===== src/verilog/gpt_pkg.sv =====
// Shared constants and types for the general-purpose timer block.
`default_nettype none
package gpt_pkg;
    // Register byte offsets.
    localparam logic [11:0] OFF_CFG = 12'h000;
    localparam logic [11:0] OFF_MODE = 12'h004;
    localparam logic [11:0] OFF_CTL = 12'h00c;
    localparam logic [11:0] OFF_IMR = 12'h018;
    localparam logic [11:0] OFF_RIS = 12'h01c;
    localparam logic [11:0] OFF_MIS = 12'h020;
    localparam logic [11:0] OFF_ICR = 12'h024;
    localparam logic [11:0] OFF_ILR = 12'h028;
    localparam logic [11:0] OFF_MATCH = 12'h030;
    localparam logic [11:0] OFF_PRE = 12'h038;
    localparam logic [11:0] OFF_CNT = 12'h048;
    // Configuration values.
    localparam logic [2:0] CFG_32 = 3'h0;
    localparam logic [2:0] CFG_RTC = 3'h1;
    localparam logic [2:0] CFG_16 = 3'h4;
    // Mode register fields.
    localparam int MODE_MR_LSB = 0;
    localparam int MODE_CMR_BIT = 2;
    localparam int MODE_AMS_BIT = 3;
    localparam logic [1:0] MR_ONESHOT = 2'h1;
    localparam logic [1:0] MR_PERIODIC = 2'h2;
    localparam logic [1:0] MR_CAPTURE = 2'h3;
    // Control register fields.
    localparam int CTL_RUN_BIT = 0;
    localparam int CTL_EVT_LSB = 2;
    localparam int CTL_STALL_BIT = 4;
    localparam int CTL_INV_BIT = 6;
    localparam logic [6:0] CTL_MASK = 7'h5d;
    localparam logic [1:0] EVT_RISE = 2'h0;
    localparam logic [1:0] EVT_FALL = 2'h1;
    localparam logic [1:0] EVT_BOTH = 2'h3;
    // Status bit positions, shared by mask, raw, masked and clear.
    localparam int ST_TIMEOUT = 0;
    localparam int ST_MATCH = 1;
    localparam int ST_CAPTURE = 2;
    localparam int ST_CLOCK = 3;
    // Reset and load values.
    localparam logic [31:0] RST_ONES = 32'hffff_ffff;
    localparam logic [31:0] RTC_START = 32'h0000_0001;
    localparam logic [7:0] RST_PRE = 8'h00;
    // Clock-mode input rate and the divider to one second.
    localparam int RTC_HZ = 32768;
    localparam logic [14:0] RTC_DIV_LAST = 15'(RTC_HZ - 1);

    typedef enum logic [2:0] {
        GPT_IDLE,
        GPT_ONESHOT,
        GPT_PERIODIC,
        GPT_RTC,
        GPT_ECOUNT,
        GPT_ETIME,
        GPT_PWM
    } gpt_mode_t;
endpackage
`default_nettype wire


===== src/verilog/gpt_edge_sync.sv =====
// Pin synchroniser with rising and falling edge detection.
`default_nettype none
module gpt_edge_sync (
    // Clock and reset
    input wire logic pclk,
    input wire logic presetn,
    // Pin level and detected edges
    input wire logic pin,
    output logic rise,
    output logic fall
);
    logic meta;
    logic sync;
    logic prev;

    // Only sync and prev are looked at, so meta never feeds logic.
    always_ff @(posedge pclk or negedge presetn) begin
        if (!presetn) begin
            meta <= 1'b0;
            sync <= 1'b0;
            prev <= 1'b0;
        end else begin
            meta <= pin;
            sync <= meta;
            prev <= sync;
        end
    end

    assign rise = sync & ~prev;
    assign fall = ~sync & prev;
endmodule
`default_nettype wire


===== src/verilog/gpt_timer.sv =====
// General-purpose timer with capture, PWM and APB register access.
//
// Contract
// Edge source holds level two clocks
// Prescaler bypassed in edge and PWM modes
// Rising, falling or both edges selectable
// Capture select: zero count, one time
// Edge count decrements once per edge
// Count match sets raw match flag
// On match reload, stop, ignore edges
// Edge time counts down from load value
// Edge captures count and sets flag
// Edge time keeps running, reloads at zero
// Captured value held until next edge
// Software selects PWM by mode bits
// PWM counts down, reloads after zero
// PWM sets no status flags
// PWM high at load, low at match
// PWM output changes only on clock
// Software stops timer before reconfiguring
// Software sequence for full-width timer
// Clear bit clears timeout raw and masked
// One-shot stops, periodic keeps counting
// Software sequence for clock mode
// Clock match flag, counts on, clearable; the code restarts the count from zero at match
// Software sequence for half-width timer
// Load write while running applies next cycle; running edge count takes it only at match reload, clock mode never
// Pin synchronised and edge detected
// Reset clears state, load and count ones
`default_nettype none
module gpt_timer (
    // Clock and reset
    input wire logic pclk,
    input wire logic presetn,
    // APB slave
    input wire logic psel,
    input wire logic penable,
    input wire logic pwrite,
    input wire logic [11:0] paddr,
    input wire logic [31:0] pwdata,
    output logic [31:0] prdata,
    output logic pready,
    output logic pslverr,
    // Capture and compare pin
    input wire logic ccp_in,
    output logic ccp_out,
    output logic ccp_oe
);
    logic [2:0] cfg;
    logic [3:0] mode_reg;
    logic [6:0] ctl;
    logic [3:0] imr;
    logic [3:0] ris;
    logic [31:0] ilr;
    logic [31:0] match;
    logic [7:0] prescale;
    logic [31:0] cnt;
    logic [31:0] cap;
    logic [7:0] pre_cnt;
    logic [14:0] div_cnt;
    logic ld_pend;
    logic pwm_lvl;

    logic [31:0] next_cnt;
    logic [31:0] next_cap;
    logic [7:0] next_pre;
    logic [14:0] next_div;
    logic [3:0] next_ev;
    logic next_stop;
    logic next_pwm;
    logic [31:0] rd_data;
    logic rd_ok;

    gpt_pkg::gpt_mode_t mode;
    logic half;
    logic run;
    logic [31:0] ilr_eff;
    logic [31:0] match_eff;
    logic rise;
    logic fall;
    logic edge_hit;
    logic wr;
    logic wr_cfg;
    logic wr_ilr;

    // Half-width modes only see the low sixteen bits of a value.
    function automatic logic [31:0] lim(input logic [31:0] v,
                                        input logic h);
        lim = h ? {16'h0000, v[15:0]} : v;
    endfunction

    function automatic gpt_pkg::gpt_mode_t decode(input logic [2:0] c,
                                                  input logic [3:0] m);
        logic [1:0] mr;
        mr = m[gpt_pkg::MODE_MR_LSB +: 2];
        decode = gpt_pkg::GPT_IDLE;
        if (c == gpt_pkg::CFG_RTC) begin
            decode = gpt_pkg::GPT_RTC;
        end else if (c == gpt_pkg::CFG_32 || c == gpt_pkg::CFG_16) begin
            if (c == gpt_pkg::CFG_16 && m[gpt_pkg::MODE_AMS_BIT] &&
                mr == gpt_pkg::MR_PERIODIC) begin
                decode = gpt_pkg::GPT_PWM;
            // capture select
            end else if (c == gpt_pkg::CFG_16 &&
                         mr == gpt_pkg::MR_CAPTURE) begin
                decode = m[gpt_pkg::MODE_CMR_BIT] ? gpt_pkg::GPT_ETIME
                                                  : gpt_pkg::GPT_ECOUNT;
            end else if (mr == gpt_pkg::MR_ONESHOT) begin
                decode = gpt_pkg::GPT_ONESHOT;
            end else if (mr == gpt_pkg::MR_PERIODIC) begin
                decode = gpt_pkg::GPT_PERIODIC;
            end
        end
    endfunction

    assign mode = decode(cfg, mode_reg);
    assign half = (cfg == gpt_pkg::CFG_16);
    assign run = ctl[gpt_pkg::CTL_RUN_BIT];
    assign ilr_eff = lim(ilr, half);
    assign match_eff = lim(match, half);
    assign wr = psel & penable & pwrite & pready;
    assign wr_cfg = wr && paddr == gpt_pkg::OFF_CFG;
    assign wr_ilr = wr && paddr == gpt_pkg::OFF_ILR;

    // pin synchroniser
    gpt_edge_sync u_sync (
        .pclk(pclk),
        .presetn(presetn),
        .pin(ccp_in),
        .rise(rise),
        .fall(fall)
    );

    // edge select
    always_comb begin
        case (ctl[gpt_pkg::CTL_EVT_LSB +: 2])
            gpt_pkg::EVT_RISE: edge_hit = rise;
            gpt_pkg::EVT_FALL: edge_hit = fall;
            gpt_pkg::EVT_BOTH: edge_hit = rise | fall;
            default: edge_hit = 1'b0;
        endcase
    end

    always_comb begin
        next_cnt = cnt;
        next_cap = cap;
        next_pre = pre_cnt;
        next_div = div_cnt;
        next_ev = 4'h0;
        next_stop = 1'b0;
        if (ld_pend) begin
            // deferred reload
            next_cnt = ilr_eff;
            next_pre = prescale;
        end else if (run) begin
            case (mode)
                gpt_pkg::GPT_ONESHOT, gpt_pkg::GPT_PERIODIC: begin
                    if (half && pre_cnt != 8'h00) begin
                        next_pre = pre_cnt - 8'h01;
                    end else begin
                        next_pre = prescale;
                        if (cnt == 32'h0) begin
                            next_cnt = ilr_eff;
                            next_ev[gpt_pkg::ST_TIMEOUT] = 1'b1;
                            // one-shot stop
                            next_stop = (mode == gpt_pkg::GPT_ONESHOT);
                        end else begin
                            next_cnt = cnt - 32'h1;
                        end
                    end
                end
                gpt_pkg::GPT_RTC: begin
                    if (rise) begin
                        if (div_cnt == gpt_pkg::RTC_DIV_LAST) begin
                            next_div = 15'h0000;
                            // clock match
                            if (cnt == match) begin
                                next_cnt = 32'h0;
                                next_ev[gpt_pkg::ST_CLOCK] = 1'b1;
                            end else begin
                                next_cnt = cnt + 32'h1;
                            end
                        end else begin
                            next_div = div_cnt + 15'h0001;
                        end
                    end
                end
                gpt_pkg::GPT_ECOUNT: begin
                    // count edges
                    if (edge_hit) begin
                        // match flag
                        if (cnt - 32'h1 == match_eff) begin
                            // reload and stop
                            next_cnt = ilr_eff;
                            next_ev[gpt_pkg::ST_MATCH] = 1'b1;
                            next_stop = 1'b1;
                        end else begin
                            next_cnt = cnt - 32'h1;
                        end
                    end
                end
                gpt_pkg::GPT_ETIME: begin
                    // free-running count
                    // reload at zero
                    next_cnt = (cnt == 32'h0) ? ilr_eff : cnt - 32'h1;
                    // capture on edge
                    if (edge_hit) begin
                        next_cap = cnt;
                        next_ev[gpt_pkg::ST_CAPTURE] = 1'b1;
                    end
                end
                gpt_pkg::GPT_PWM: begin
                    // reload after zero
                    next_cnt = (cnt == 32'h0) ? ilr_eff : cnt - 32'h1;
                end
                default: begin
                end
            endcase
        end
    end

    // set at load, clear at match
    always_comb begin
        next_pwm = pwm_lvl;
        if (mode != gpt_pkg::GPT_PWM || !run) begin
            next_pwm = 1'b0;
        end else if (cnt == ilr_eff) begin
            next_pwm = 1'b1;
        end else if (cnt == match_eff) begin
            next_pwm = 1'b0;
        end
    end

    // reset to ones
    always_ff @(posedge pclk or negedge presetn) begin
        if (!presetn) begin
            cnt <= gpt_pkg::RST_ONES;
        end else if (wr_cfg && pwdata[2:0] == gpt_pkg::CFG_RTC) begin
            cnt <= gpt_pkg::RTC_START;
        end else begin
            cnt <= next_cnt;
        end
    end

    // prescaler only in timed modes
    always_ff @(posedge pclk or negedge presetn) begin
        if (!presetn) begin
            pre_cnt <= gpt_pkg::RST_PRE;
            div_cnt <= 15'h0000;
        end else begin
            pre_cnt <= next_pre;
            div_cnt <= next_div;
        end
    end

    // capture held
    always_ff @(posedge pclk or negedge presetn) begin
        if (!presetn) begin
            cap <= gpt_pkg::RST_ONES;
        end else begin
            cap <= next_cap;
        end
    end

    // load write while running
    always_ff @(posedge pclk or negedge presetn) begin
        if (!presetn) begin
            ld_pend <= 1'b0;
        end else begin
            ld_pend <= wr_ilr && mode != gpt_pkg::GPT_RTC &&
                       !(run && mode == gpt_pkg::GPT_ECOUNT);
        end
    end

    // Software writes win over the hardware stop; both never meet in
    // practice since reconfiguration is done with the timer stopped.
    always_ff @(posedge pclk or negedge presetn) begin
        if (!presetn) begin
            ctl <= 7'h00;
        end else if (wr && paddr == gpt_pkg::OFF_CTL) begin
            ctl <= pwdata[6:0] & gpt_pkg::CTL_MASK;
        end else if (next_stop) begin
            ctl[gpt_pkg::CTL_RUN_BIT] <= 1'b0;
        end
    end

    always_ff @(posedge pclk or negedge presetn) begin
        if (!presetn) begin
            cfg <= 3'h0;
            mode_reg <= 4'h0;
            imr <= 4'h0;
            ilr <= gpt_pkg::RST_ONES;
            match <= gpt_pkg::RST_ONES;
            prescale <= gpt_pkg::RST_PRE;
        end else if (wr) begin
            case (paddr)
                gpt_pkg::OFF_CFG: cfg <= pwdata[2:0];
                gpt_pkg::OFF_MODE: mode_reg <= pwdata[3:0];
                gpt_pkg::OFF_IMR: imr <= pwdata[3:0];
                gpt_pkg::OFF_ILR: ilr <= pwdata;
                gpt_pkg::OFF_MATCH: match <= pwdata;
                gpt_pkg::OFF_PRE: prescale <= pwdata[7:0];
                default: begin
                end
            endcase
        end
    end

    // no flags in PWM
    // write one to clear
    // A new event in the clearing cycle survives the clear.
    always_ff @(posedge pclk or negedge presetn) begin
        if (!presetn) begin
            ris <= 4'h0;
        end else if (wr && paddr == gpt_pkg::OFF_ICR) begin
            ris <= (ris & ~pwdata[3:0]) | next_ev;
        end else begin
            ris <= ris | next_ev;
        end
    end

    // registered output
    always_ff @(posedge pclk or negedge presetn) begin
        if (!presetn) begin
            pwm_lvl <= 1'b0;
            ccp_out <= 1'b0;
            ccp_oe <= 1'b0;
        end else begin
            pwm_lvl <= next_pwm;
            ccp_out <= next_pwm ^ ctl[gpt_pkg::CTL_INV_BIT];
            ccp_oe <= (mode == gpt_pkg::GPT_PWM);
        end
    end

    always_comb begin
        rd_ok = 1'b1;
        rd_data = 32'h0;
        case (paddr)
            gpt_pkg::OFF_CFG: rd_data = {29'h0, cfg};
            gpt_pkg::OFF_MODE: rd_data = {28'h0, mode_reg};
            gpt_pkg::OFF_CTL: rd_data = {25'h0, ctl};
            gpt_pkg::OFF_IMR: rd_data = {28'h0, imr};
            gpt_pkg::OFF_RIS: rd_data = {28'h0, ris};
            gpt_pkg::OFF_MIS: rd_data = {28'h0, ris & imr};
            gpt_pkg::OFF_ICR: rd_data = 32'h0;
            gpt_pkg::OFF_ILR: rd_data = ilr_eff;
            gpt_pkg::OFF_MATCH: rd_data = match_eff;
            gpt_pkg::OFF_PRE: rd_data = {24'h0, prescale};
            gpt_pkg::OFF_CNT:
                rd_data = (mode == gpt_pkg::GPT_ETIME) ? cap : cnt;
            default: rd_ok = 1'b0;
        endcase
    end

    // Answer one cycle after setup so every access takes two cycles.
    always_ff @(posedge pclk or negedge presetn) begin
        if (!presetn) begin
            pready <= 1'b0;
            prdata <= 32'h0;
            pslverr <= 1'b0;
        end else begin
            pready <= psel & ~penable;
            prdata <= (psel & ~penable & ~pwrite) ? rd_data : 32'h0;
            pslverr <= psel & ~penable & ~rd_ok;
        end
    end
endmodule
`default_nettype wire


===== config.mk =====
export PLATFORM = sky130hd
export DESIGN_NAME = gpt_timer
export DESIGN_NICKNAME = d
export VERILOG_FILES = /design/src/verilog/gpt_pkg.sv /design/src/verilog/gpt_edge_sync.sv /design/src/verilog/gpt_timer.sv
export SDC_FILE = /design/constraint.sdc
export NUM_CORES = 1
export LEC_CHECK = 0
export BUFFER_PORTS_ARGS = -buffer_cell sky130_fd_sc_hd__clkbuf_2
export CAP_MARGIN = 20
export CORE_MARGIN = 5
export CORE_UTILIZATION = 55
export DETAILED_ROUTE_END_ITERATION = 6
export PLACE_DENSITY_LB_ADDON = 0.15
export SLEW_MARGIN = 20
export SYNTH_ARGS = -nofsm -noshare
export SYNTH_HDL_FRONTEND = slang
export SYNTH_HIERARCHICAL = 1
export SYNTH_SLANG_ARGS = --single-unit

===== constraint.sdc =====
create_clock -name pclk -period 11.7 [get_ports pclk]
set_input_delay 1.755 -clock pclk [delete_from_list [all_inputs] [get_ports pclk]]
set_output_delay 1.755 -clock pclk [all_outputs]
set_load 0.01 [all_outputs]

# Word level (Yosys, flattened, before mapping)
# Cells that the tools add are included.
# W data, S select, Z words.
# totals
wordCells	177
mem_bits_ro	0
regBits	220
ramBits	0
memories	0
latchBits	0
# classes
n_lt_le_gt_ge	0
mux	55
reduce_logical	39
addsub	4
bitwise	21
div	0
eq_ne	35
multipliers	0
shifts	0
# op_table
op	count
$mux W32	14
$pmux W32 S10	1
$eq A32 B32 Y1	4
$pmux W32 S4	1
$eq A12 B6 Y1 const B	5
$add A32 B1 Y32 const B	1
$logic_not A32 Y1	1
$mux W8	4
$sub A32 B1 Y32 const B	1
$eq A12 B5 Y1 const B	2
$mux W1	23
$ne A4 B4 Y1 const B	4
$add A15 B1 Y15 const B	1
$eq A15 B15 Y1 const B	1
$mux W15	1
$reduce_and A2 Y1	7
$eq A12 B3 Y1 const B	1
$eq A12 B4 Y1 const B	1
$eq A12 B7 Y1 const B	1
$eq A3 B3 Y1 const B	4
$logic_and A1 B1 Y1	12
$logic_not A12 Y1	1
$mux W3	4
$mux W4	3
29 further kinds	56

# Depth between registers and ports, before layout
# Gate-level depths: netlist (run 1).
# logic_depth
ltp_word	15
mapped_depth	16

# By module
# The synthesis (run 1) kept the hierarchy.
# modules_own_cells
module	area_per_inst_um2	seq_area_each_um2	cells_each	n_inst
gpt_timer	14756.7	5590.4	1628	1
gpt_edge_sync	90.1	75.1	5	1

# Worst setup path before layout (run 1)
# OpenSTA, ideal clock, no wires.
# synth_timing
path_type	input-to-reg
start	input port paddr[9]
end	register ilr[10]
cell_stages	10
required_time_ns	11.618
n_path_buf	3
arrival_time_ns	4.527
path_slack_ns	7.091
path_cell_list	or4_1 nor4_1 nor2b_1 and3_1 clkbuf_1 nor2b_1 clkbuf_1 nand2_1 clkbuf_1 mux2_2
# synth_via
elab_chain_cells	2
# synth_rtl
item	line	text
start: declaration	gpt_timer.sv:39	input wire logic [11:0] paddr,
$eq A12 B6 Y1	gpt_timer.sv:296	case (paddr)
$reduce_and A2 Y1 (no source line)	--	
end signal: assignment	gpt_timer.sv:292	ilr <= gpt_pkg::RST_ONES;
end signal: assignment	gpt_timer.sv:300	gpt_pkg::OFF_ILR: ilr <= pwdata;
end: declaration	gpt_timer.sv:54	logic [31:0] ilr;
# No other way between the ends.
# A chain may end at the register's enable or synchronous reset.

# Worst setup path after layout (run 1)
# layout_timing
start	input port paddr[9]
end	register ilr[28]
# The elaborated chain is that of the path after synthesis.

==> results of run 1 <==
[power groups by stage]
stage,clock network (W),logic [W],registers [W]
detailed placement,0,0.0000386,0.000777
floorplan,0,0.00000838,0.000777
finish,0.000807,0.0000377,0.000765
global route,0.000851,0.0000431,0.000765
CTS,0.000819,0.0000386,0.000765
global placement,0,0.0000379,0.000777
[cell usage in the layout (no fill, tap or decap), types with 7 or more instances in the layout]
| cell type | synthesis | layout |
|---|---|---|
| buf_4 | 4 | 19 |
| clkbuf_2 | 0 | 84 |
| nand3_1 | 55 | 54 |
| xnor2_1 | 67 | 67 |
| a221oi_1 | 15 | 15 |
| inv_1 | 16 | 16 |
| or3_1 | 11 | 11 |
| a222oi_1 | 15 | 15 |
| or4_1 | 16 | 16 |
| o32ai_1 | 14 | 14 |
| clkbuf_16 | 0 | 25 |
| a22oi_1 | 31 | 31 |
| o211ai_1 | 14 | 14 |
| a31oi_1 | 27 | 27 |
| a211oi_1 | 8 | 8 |
| and3_1 | 18 | 18 |
| xor2_1 | 54 | 54 |
| nor3_1 | 34 | 34 |
| nand4_1 | 32 | 32 |
| nor4bb_1 | 12 | 12 |
| dfstp_2 | 128 | 128 |
| nand2b_1 | 11 | 11 |
| o22a_1 | 18 | 18 |
| nand2_1 | 140 | 140 |
| a21oi_1 | 60 | 59 |
| o21ai_0 | 90 | 90 |
| nor2_1 | 152 | 152 |
| nor4_1 | 28 | 26 |
| and2_1 | 14 | 14 |
| mux2_2 | 127 | 127 |
| o31ai_1 | 16 | 15 |
| dfrtp_1 | 92 | 92 |
| and4_1 | 13 | 11 |
| mux2i_1 | 24 | 24 |
| a21o_1 | 7 | 7 |
| nor2b_1 | 17 | 16 |
[layout make-up]
| cell class | instances | area (µm²) | area share [%] |
|---|---|---|---|
| Inverter | 17 | 63.81 | 0.3943 |
| Tap cell | 341 | 426.7 | 2.637 |
| Clock inverter | 13 | 136.4 | 0.8428 |
| Sequential cell | 220 | 5665 | 35.01 |
| Multi-Input combinational cell | 1253 | 8594 | 53.11 |
| Clock buffer | 33 | 705.7 | 4.361 |
| Timing Repair Buffer | 105 | 589.3 | 3.642 |
[logic make-up after synthesis]
logic type      count (synthesis)
fa+ha+maj                       6
mux                           151
xor+xnor                      123
simple gates                  593
buf+inv                       160
compound gates                380
flops                         220
[Yosys cell counts, types with 7 or more instances]
library cell,n
o32ai_1,14
or4_1,16
o22a_1,18
a221oi_1,15
and3_1,18
mux2_2,127
nand3_1,55
clkbuf_1,113
a211oi_1,8
and2_1,14
nor2b_1,17
a31oi_1,27
o211ai_1,14
nor4_1,28
nand2b_1,11
o21ai_0,90
xnor2_1,67
xor2_1,54
a21oi_1,60
inv_1,16
and4_1,13
a21o_1,7
nor4bb_1,12
a222oi_1,15
nor2_1,152
or3_1,11
nand4_1,32
dfrtp_1,92
a22oi_1,31
o31ai_1,16
nand2_1,140
nor3_1,34
mux2i_1,24
buf_1,18
dfstp_2,128
buf_2,7
[stage by stage]
step / total power, W / setup slack, ns / std cells / area (µm²)
after floorplan: 0.0007855 / 7.091 / 1633 / 14850
after global placement: 0.0008148 / 5.548 / 1935 / 15320
after detailed placement: 0.0008156 / 5.318 / 1936 / 15330
after CTS: 0.001623 / 5.877 / 1982 / 16170
after global routing: 0.001659 / 5.657 / 1982 / 16180
final: 0.001610 / 5.832 / 1982 / 16180
[per-layer routing]
metal	global-route usage [%]	up-vias
met5	0	-
met4	11.28	0
met3	5.394	128
met2	48.14	699
met1	44.63	6647
li1	-	6016
[worst paths after layout]
| path | slack, ns | to | cells past startpoint | start |
|---|---|---|---|---|
| min | 0.35 | u_sync/sync | 0 | u_sync/meta |
| max in group asynchronous | 9.10 | prescale[5] | 2 | presetn |
| min reg2reg | 0.35 | u_sync/sync | 0 | u_sync/meta |
| max reg2reg | 6.68 | cnt[21] | 13 | cnt[1] |
| min in group asynchronous | 1.14 | prdata[23] | 1 | presetn |
| max | 5.83 | ilr[28] | 10 | paddr[9] |
[critical path, delay by kind of cell]
family,cells,cell delay (ns)
AND/OR/NAND/NOR,6,3.26
multiplexers,1,0.31
buffers and inverters,3,0.96
==> reports/metrics.csv, run 1 <==
metric,value,unit
worst hold path class,register to register,
antenna-violating nets left,0,
CP max stage delay,0.71,ns
post-synthesis register bit count,220,
crit path DAT,6.34,ns
initial detailed-routing violation count,1416,
TritonCTS buffer count,25,
synth unique cells,88,
Comb pwr share,2.3,%
# diodes,0,
Synthesis Warnings,6,
gr ovfl total,0,
max_cap viols,0,
Port Buffers,85,
Yosys top cell by area,dfstp_2,
post-CTS resize count,0,
CTS Hold Bufs,0,
Slew Limit Fails,0,
met2 WL,21840,µm
Clk pwr share,50.1,%
worst vdd ir,0.0001035,V
Int Pwr,0.001245,W
filler cell count,2324,
most area-consuming cells after synthesis,"dfstp_2 23%, dfrtp_1 16%, mux2_2 9.6%",
PD cells,99.48,nW/µm²
crit path launch type,primary input,
Pleak,6.371,nW
register share of total power,47.5,%
Post-synth EDFFs,0,
TritonCTS clock tree,yes,
site row count,60,
Post-Route WL,48920,µm
die width,174.3,µm
CTS Root Buffer Type,clkbuf_16,
Fmax,170.4,MHz
Critical-path top delay cell,nor2b_1,
switching share of total power,22.65,%
Crit Path Category,primary input to register,
I/O pin cnt,86,
top layer in use,met4,
chip height,174.3,µm
DR WL/cell,24.68,µm
initial antenna violation count,0,
overall via count from detail_route,13490,
Starting Density,55.40,%
Setup-failing EPs final,0,
Synthesized Nets,1689,
Pre-antenna DRT Iters,6,
"critical path, cell by cell",clkbuf_2 > or4_1 > nor4_1 > nor2b_1 > and3_1 > nor2b_2 > buf_4 > nand2_1 > buf_4 > mux2_2,
clk_lat worst skew,0.55,ns
net load switching power,0.0003647,W
"Top cell by count, worst path",buf_4,
clk slew on worst S/H paths,0.06,ns
Compound-Gate Fraction of Synth Area,17.59,%
Synth Area in Adders,0.5056,%
Min Hold Slack,0.3526,ns
post-synthesis cell count,1633,
top-area cell type share of the netlist area,22.65,%
postcts setup bufs,0,
CP required,12.17,ns
Util after Layout,60.38,%
Worst Path Max Fanout,28,
xor/xnor share of the synthesized area,7.450,%
Placeable Area,26800,µm²
worst slew pin tran,1.241,ns
DRC,0,
mux cell area share after synthesis,11.25,%
total track usage,31.29,%
Critical Path End Type,register,
fin crit share,50.15,%
Tmin final,5.868,ns
RSZ-0062 raised after global routing,no,
ratio of cells with drive above 1 in the final layout,26.69,%
"Top FF cell, synth",dfstp_2,
first-pass GRT wire length,76250,µm
Avg Inst Size Synth,9.092,µm²
Post-Synth Simple-Gate Area,20.79,%
maximum root-to-sink buffer count,3,
vias in the first global route,12970,
nets,1678,
DIE AREA,30380,µm²
Hold Fails Final Rpt,0,
largest family of logic cells by synthesized area,simple AND/OR/NAND/NOR gates,
mapped cell area,14850,µm²
Vias per Instance,6.806,
global placer's final weighted congestion,0.9853,
async set or reset register ratio after synthesis,100.0,%
M1 WL,20700,µm
outcome,"finished, final reports clean",
max_slew headroom,16.66,%
H-tree levels,1,
routed wl met3,4428,µm
Setup Skew,0.01420,ns
final setup TNS,0,ns
hpwl dp,33680,µm
post-synthesis sequential area ratio,38.16,%
synthesis-to-finish area growth,8.992,%
Num Clock Sinks,220,
largest net degree at the start of global routing,79,
No activity file was read; power rests on OpenSTA's default activity.
==> run 2, diff against run 1 <==
==> constraint.sdc (replaced) <==
create_clock -name pclk -period 5.6 [get_ports pclk]
set_input_delay 0.84 -clock pclk [delete_from_list [all_inputs] [get_ports pclk]]
set_output_delay 0.84 -clock pclk [all_outputs]
set_load 0.01 [all_outputs]
==> run 2 against run 1 <==
Clock skew rose by 0.011 ns. Clock-buffer cell count up 4. Cell count is 0.61% higher. Highest routed layer unchanged.
==> reports/metrics.csv, run 2 (same netlist as run 1, synthesis figures left out) <==
metric,value,unit,change
r2r setup slk,0.82,ns,was 6.68 ns
Post-Route WL,50560,µm,"was 48,920 µm"
antenna-violating nets left,0,,unchanged
RSZ-0062 raised after global routing,no,,unchanged
"commonest non-fill, non-tap cell in the layout",nor2_1,,unchanged
overall via count from detail_route,13550,,"was 13,490"
CTS Root Buffer Type,clkbuf_16,,unchanged
maximum root-to-sink buffer count,3,,unchanged
worst slew pin tran,1.125,ns,was 1.241 ns
Hold Fails Final Rpt,0,,unchanged
"Largest delay share family, worst path",simple AND/OR/NAND/NOR gates,,unchanged
crit path launch type,register,,was primary input
Util after Layout,61.18,%,was 60.38%
CP bufs+invs,2,,was 3
outcome,"finished, final reports clean",,unchanged
H-tree levels,1,,unchanged
clk slew on worst S/H paths,0.07,ns,was 0.06 ns
Tmin final,4.780,ns,
Worst Path Max Fanout,9,,was 28
TritonCTS buffer count,26,,was 25
Vias per Instance,6.795,,was 6.806
DRC,0,,unchanged
postcts setup bufs,0,,unchanged
Placeable Area,26800,µm²,unchanged
crit path DAT,5.26,ns,was 6.34 ns
Starting Density,55.40,%,unchanged
PD cells,216.9,nW/µm²,was 99.48 nW/µm²
TritonCTS clock tree,yes,,unchanged
worst setup path endpoint,cnt[21],,was ilr[28]
Slew Limit Fails,0,,unchanged
most frequent cells in the layout,"152 x nor2_1, 140 x nand2_1, 128 x dfstp_2, 127 x mux2_2, 92 x dfrtp_1",,unchanged
Fmax,209.2,MHz,
synthesis-to-finish area growth,10.43,%,was 8.992%
Pleak,6.487,nW,was 6.371 nW
Crit Path Category,register to register,,was primary input to register
max_cap viols,0,,unchanged
gr ovfl total,0,,unchanged
largest net degree at the start of global routing,137,,was 79
Reg2Reg Depth,13,,unchanged
total track usage,32.58,%,was 31.29%
Pre-antenna DRT Iters,5,,was 6
final setup TNS,0,ns,unchanged
first-pass GRT wire length,78640,µm,"was 76,250 µm"
Setup Skew,0.02566,ns,was 0.01420 ns
CP startpoint,cnt[1],,was paddr[9]
ratio of cells with drive above 1 in the final layout,26.92,%,was 26.69%
fin crit share,85.35,%,
worst vdd ir,0.0002811,V,was 0.0001035 V
worst hold path class,primary input to async pin,,was register to register
Critical-path top delay cell,or4_1,,was nor2b_1
initial antenna violation count,0,,unchanged
DIE AREA,30380,µm²,unchanged
clk_lat worst skew,0.57,ns,was 0.55 ns
CP max stage delay,0.60,ns,was 0.71 ns
vias in the first global route,12950,,"was 12,970"
post-CTS resize count,0,,unchanged
RR Startpoint,cnt[1],,unchanged
Setup-failing EPs final,0,,unchanged
# diodes,0,,unchanged
Reg-to-Reg End,cnt[21],,unchanged
CP required,6.08,ns,was 12.17 ns
hpwl dp,35780,µm,"was 33,680 µm"
die width,174.3,µm,unchanged
initial detailed-routing violation count,1497,,"was 1,416"
Num Clock Sinks,220,,unchanged
I/O pin cnt,86,,unchanged
chip height,174.3,µm,unchanged
DR WL/cell,25.36,µm,was 24.68 µm
Levels on crit path,13,,was 10
Critical Path End Type,register,,unchanged
"critical path, cell by cell",inv_1 > ha_1 > nor3b_2 > buf_4 > nand4_2 > or4_1 > and2_1 > or3_1 > a32oi_1 > and4_1 > nand2b_1 > a21oi_1 > a221o_1,,was clkbuf_2 > or4_1 > nor4_1 > nor2b_1 > and3_1 > nor2b_2 > buf_4 > nand2_1 > buf_4 > mux2_2
CTS Hold Bufs,0,,unchanged
max_slew headroom,24.71,%,was 16.66%
site row count,60,,unchanged
nets,1689,,"was 1,678"
Port Buffers,85,,unchanged
global placer's final weighted congestion,1.032,,was 0.9853
run 2: changes by cell type in the layout (fill, tap and decap cells not counted), sizes merged:
cell	change
inv	-2
clkbuf	+4
clkinv	-1
clkinvlp	-2
bufinv	+3
buf	+10
run 2: metrics by stage:
step	instance area [µm²]	instances	total power [W]	worst slack (ns)	hold WS, ns
floorplan	14850	1633	0.001641	1.842	0.3312
global placement	15400	1944	0.001703	1.108	0.3351
detailed placement	15420	1945	0.001705	1.014	0.3419
CTS	16380	1993	0.003583	0.9807	0.2838
global route	16400	1994	0.003672	0.7252	0.3209
finish	16400	1994	0.003557	0.8203	0.2502
run 2: worst register-to-register path, cell delays in order, from the launching register on:
cell and delay (ns):
dfstp_2 0.42, inv_1 0.20, ha_1 0.40, nor3b_2 0.23, buf_4 0.19, nand4_2 0.23
or4_1 0.60, and2_1 0.22, or3_1 0.38, a32oi_1 0.34, and4_1 0.59, nand2b_1 0.51
a21oi_1 0.13, a221o_1 0.28
run 2: worst min path at each step:
stage	slack, ns	cells past startpoint	to	startpoint
finish	0.25	1	prdata[23]	presetn
detailed placement	0.34	0	u_sync/sync	u_sync/meta
global placement	0.34	0	u_sync/sync	u_sync/meta
global route	0.32	1	prdata[22]	presetn
floorplan	0.33	0	u_sync/sync	u_sync/meta
CTS	0.28	1	pwm_lvl	presetn
run 2: cell type report:
cell class	count	area [µm²]
clock buffer	37	742.0
clock inverter	11	214.0
fill	2339	10410
inverter	17	63.81
multi-input combinational	1253	8587
sequential	220	5665
tap	341	426.7
timing repair buffer	115	696.9
run 2: where the power goes:
| part | total, W | switching (W) | internal, W |
|---|---|---|---|
| combinational | 0.0000796 | 0.0000573 | 0.0000223 |
| clock | 0.00188 | 0.000721 | 0.00116 |
| sequential | 0.00160 | 0.00000155 | 0.00160 |
run 2: per-layer routing:
metal | share of wire (%) | wire length [µm] | up-vias | track usage, %
met3 | 9.0 | 4548 | 128 | 5.502
met2 | 44 | 22250 | 723 | 49.73
met5 | 0 | 0 | - | 0
met4 | 3.9 | 1972 | 0 | 10.59
met1 | 43 | 21780 | 6632 | 47.36
li1 | - | - | 6066 | -
==> run 3, diff against run 2 <==
--- a/config.mk
+++ b/config.mk
@@ -9,6 +9,7 @@
 export CAP_MARGIN = 20
 export CORE_MARGIN = 5
 export CORE_UTILIZATION = 55
+export CTS_BUF_LIST = sky130_fd_sc_hd__clkbuf_4 sky130_fd_sc_hd__clkbuf_8
 export DETAILED_ROUTE_END_ITERATION = 6
 export PLACE_DENSITY_LB_ADDON = 0.15
 export SLEW_MARGIN = 20
==> run 3 against run 2 <==
Via count increased by 1.1%. Utilization decreased by 0.20 points. Clock skew increased by 0.0027 ns. Setup slack improved by 0.036 ns. First-iteration DRC count decreased by 5.2%. Cell count increased by 1.4%. Routed wire length increased by 0.67%. Critical path depth unchanged. Combinational power about the same. Highest routed layer unchanged.
==> reports/metrics.csv, run 3 (same netlist as run 1, synthesis figures left out) <==
metric,value,unit,change
outcome,"finished, final reports clean",,unchanged
"commonest non-fill, non-tap cell in the layout",nor2_1,,unchanged
DRC,0,,unchanged
Vias per Instance,6.773,,was 6.795
Setup-failing EPs final,0,,unchanged
crit path DAT,5.22,ns,was 5.26 ns
Slew Limit Fails,0,,unchanged
Worst Path Max Fanout,9,,unchanged
Int Pwr,0.002605,W,was 0.002777 W
fin crit share,84.71,%,was 85.35%
RSZ-0062 raised after global routing,no,,unchanged
Min Hold Slack,0.2528,ns,was 0.2502 ns
post-CTS resize count,0,,unchanged
nets,1705,,"was 1,689"
Hold Fails Final Rpt,0,,unchanged
Post-Route WL,50900,µm,"was 50,560 µm"
total power,0.003378,W,was 0.003557 W
filler cell count,2383,,"was 2,339"
worst vdd ir,0.0001742,V,was 0.0002811 V
CP max stage delay,0.60,ns,about the same
worst slew pin tran,1.096,ns,was 1.125 ns
first-pass GRT wire length,79260,µm,"was 78,640 µm"
"Largest delay share family, worst path",simple AND/OR/NAND/NOR gates,,unchanged
gr ovfl total,0,,unchanged
# diodes,0,,unchanged
Pre-antenna DRT Iters,6,,was 5
postcts setup bufs,0,,unchanged
final setup TNS,0,ns,unchanged
chip height,174.3,µm,unchanged
clk slew on worst S/H paths,0.06,ns,was 0.07 ns
Num Clock Sinks,220,,unchanged
die width,174.3,µm,unchanged
hpwl dp,35780,µm,unchanged
"critical path, cell by cell",inv_1 > ha_1 > nor3b_2 > buf_4 > nand4_2 > or4_1 > and2_1 > or3_1 > a32oi_1 > and4_1 > nand2b_1 > a21oi_1 > a221o_1,,unchanged
H-tree levels,2,,was 1
initial detailed-routing violation count,1419,,"was 1,497"
initial antenna violation count,0,,unchanged
worst hold path class,primary input to async pin,,unchanged
CTS Root Buffer Type,clkbuf_8,,was clkbuf_16
Clk pwr share,50.3,%,was 52.8%
CP required,6.08,ns,about the same
Port Buffers,85,,unchanged
Pleak,6.516,nW,was 6.487 nW
maximum root-to-sink buffer count,3,,unchanged
synthesis-to-finish area growth,10.07,%,was 10.43%
global placer's final weighted congestion,1.032,,unchanged
TritonCTS clock tree,yes,,unchanged
total track usage,32.84,%,was 32.58%
Starting Density,55.40,%,unchanged
DIE AREA,30380,µm²,unchanged
Tmin final,4.744,ns,was 4.780 ns
max_cap viols,0,,unchanged
max_slew headroom,26.67,%,was 24.71%
clk_lat worst skew,0.57,ns,about the same
ratio of cells with drive above 1 in the final layout,28.49,%,was 26.92%
largest net degree at the start of global routing,137,,unchanged
TritonCTS buffer count,42,,was 26
overall via count from detail_route,13700,,"was 13,550"
Critical-path top delay cell,or4_1,,unchanged
site row count,60,,unchanged
Crit Path Category,register to register,,unchanged
Critical Path End Type,register,,unchanged
Fmax,210.8,MHz,was 209.2 MHz
CTS Hold Bufs,0,,unchanged
PD cells,206.7,nW/µm²,was 216.9 nW/µm²
crit path launch type,register,,unchanged
Inst Count DP,1945,,unchanged
Setup Skew,0.02836,ns,was 0.02566 ns
fin cells,2022,,"was 1,994"
net load switching power,0.0007729,W,was 0.0007795 W
DR WL/cell,25.17,µm,was 25.36 µm
I/O pin cnt,86,,unchanged
vias in the first global route,13180,,"was 12,950"
most frequent cells in the layout,"152 x nor2_1, 140 x nand2_1, 128 x dfstp_2, 127 x mux2_2, 92 x dfrtp_1",,unchanged
CP bufs+invs,2,,unchanged
Placeable Area,26800,µm²,unchanged
Util after Layout,60.98,%,was 61.18%
switching share of total power,22.88,%,was 21.92%
antenna-violating nets left,0,,unchanged
Comb pwr share,2.4,%,was 2.2%
register share of total power,47.4,%,was 44.9%
## run 3: per-layer routing
layer / share of wire [%] / global-route usage (%) / up-vias
li1: - / - / 6109
met1: 43 / 46.97 / 6694
met2: 44 / 49.98 / 747
met3: 9.5 / 6.090 / 145
met4: 3.9 / 11.94 / 0
met5: 0 / 0 / -
## run 3: cell type report
| cell class | count | area (µm²) | share of cell area, % |
|---|---|---|---|
| Clock buffer | 68 | 829.5 | 5.076 |
| Clock inverter | 8 | 72.57 | 0.4441 |
| Inverter | 17 | 63.81 | 0.3905 |
| Multi-Input combinational cell | 1253 | 8587 | 52.55 |
| Sequential cell | 220 | 5665 | 34.67 |
| Tap cell | 341 | 426.7 | 2.611 |
| Timing Repair Buffer | 115 | 696.9 | 4.265 |
## run 3: through the flow
step | worst slack [ns] | cell area [µm²]
floorplan | 1.842 | 14850
global placement | 1.108 | 15400
detailed placement | 1.014 | 15420
CTS | 0.9736 | 16330
global route | 0.7365 | 16340
finish | 0.8563 | 16340
## run 3: power groups by stage
stage               clock network, W  registers, W  logic (W)
global placement                   0       0.00162  0.0000796
floorplan                          0       0.00162  0.0000175
global route                 0.00182       0.00160  0.0000900
CTS                          0.00174       0.00160  0.0000814
detailed placement                 0       0.00162  0.0000812
finish                       0.00170       0.00160  0.0000795
## run 3: final timing paths
| check | startpoint | slack [ns] | end | cells after the start |
|---|---|---|---|---|
| setup / recovery | cnt[1] | 0.86 | cnt[21] | 13 |
| min in group pclk | u_sync/meta | 0.36 | u_sync/sync | 0 |
| hold reg to reg | u_sync/meta | 0.36 | u_sync/sync | 0 |
| max in group asynchronous | presetn | 4.18 | prescale[7] | 2 |
| hold / removal | presetn | 0.25 | prdata[23] | 1 |
| setup reg to reg | cnt[1] | 0.86 | cnt[21] | 13 |
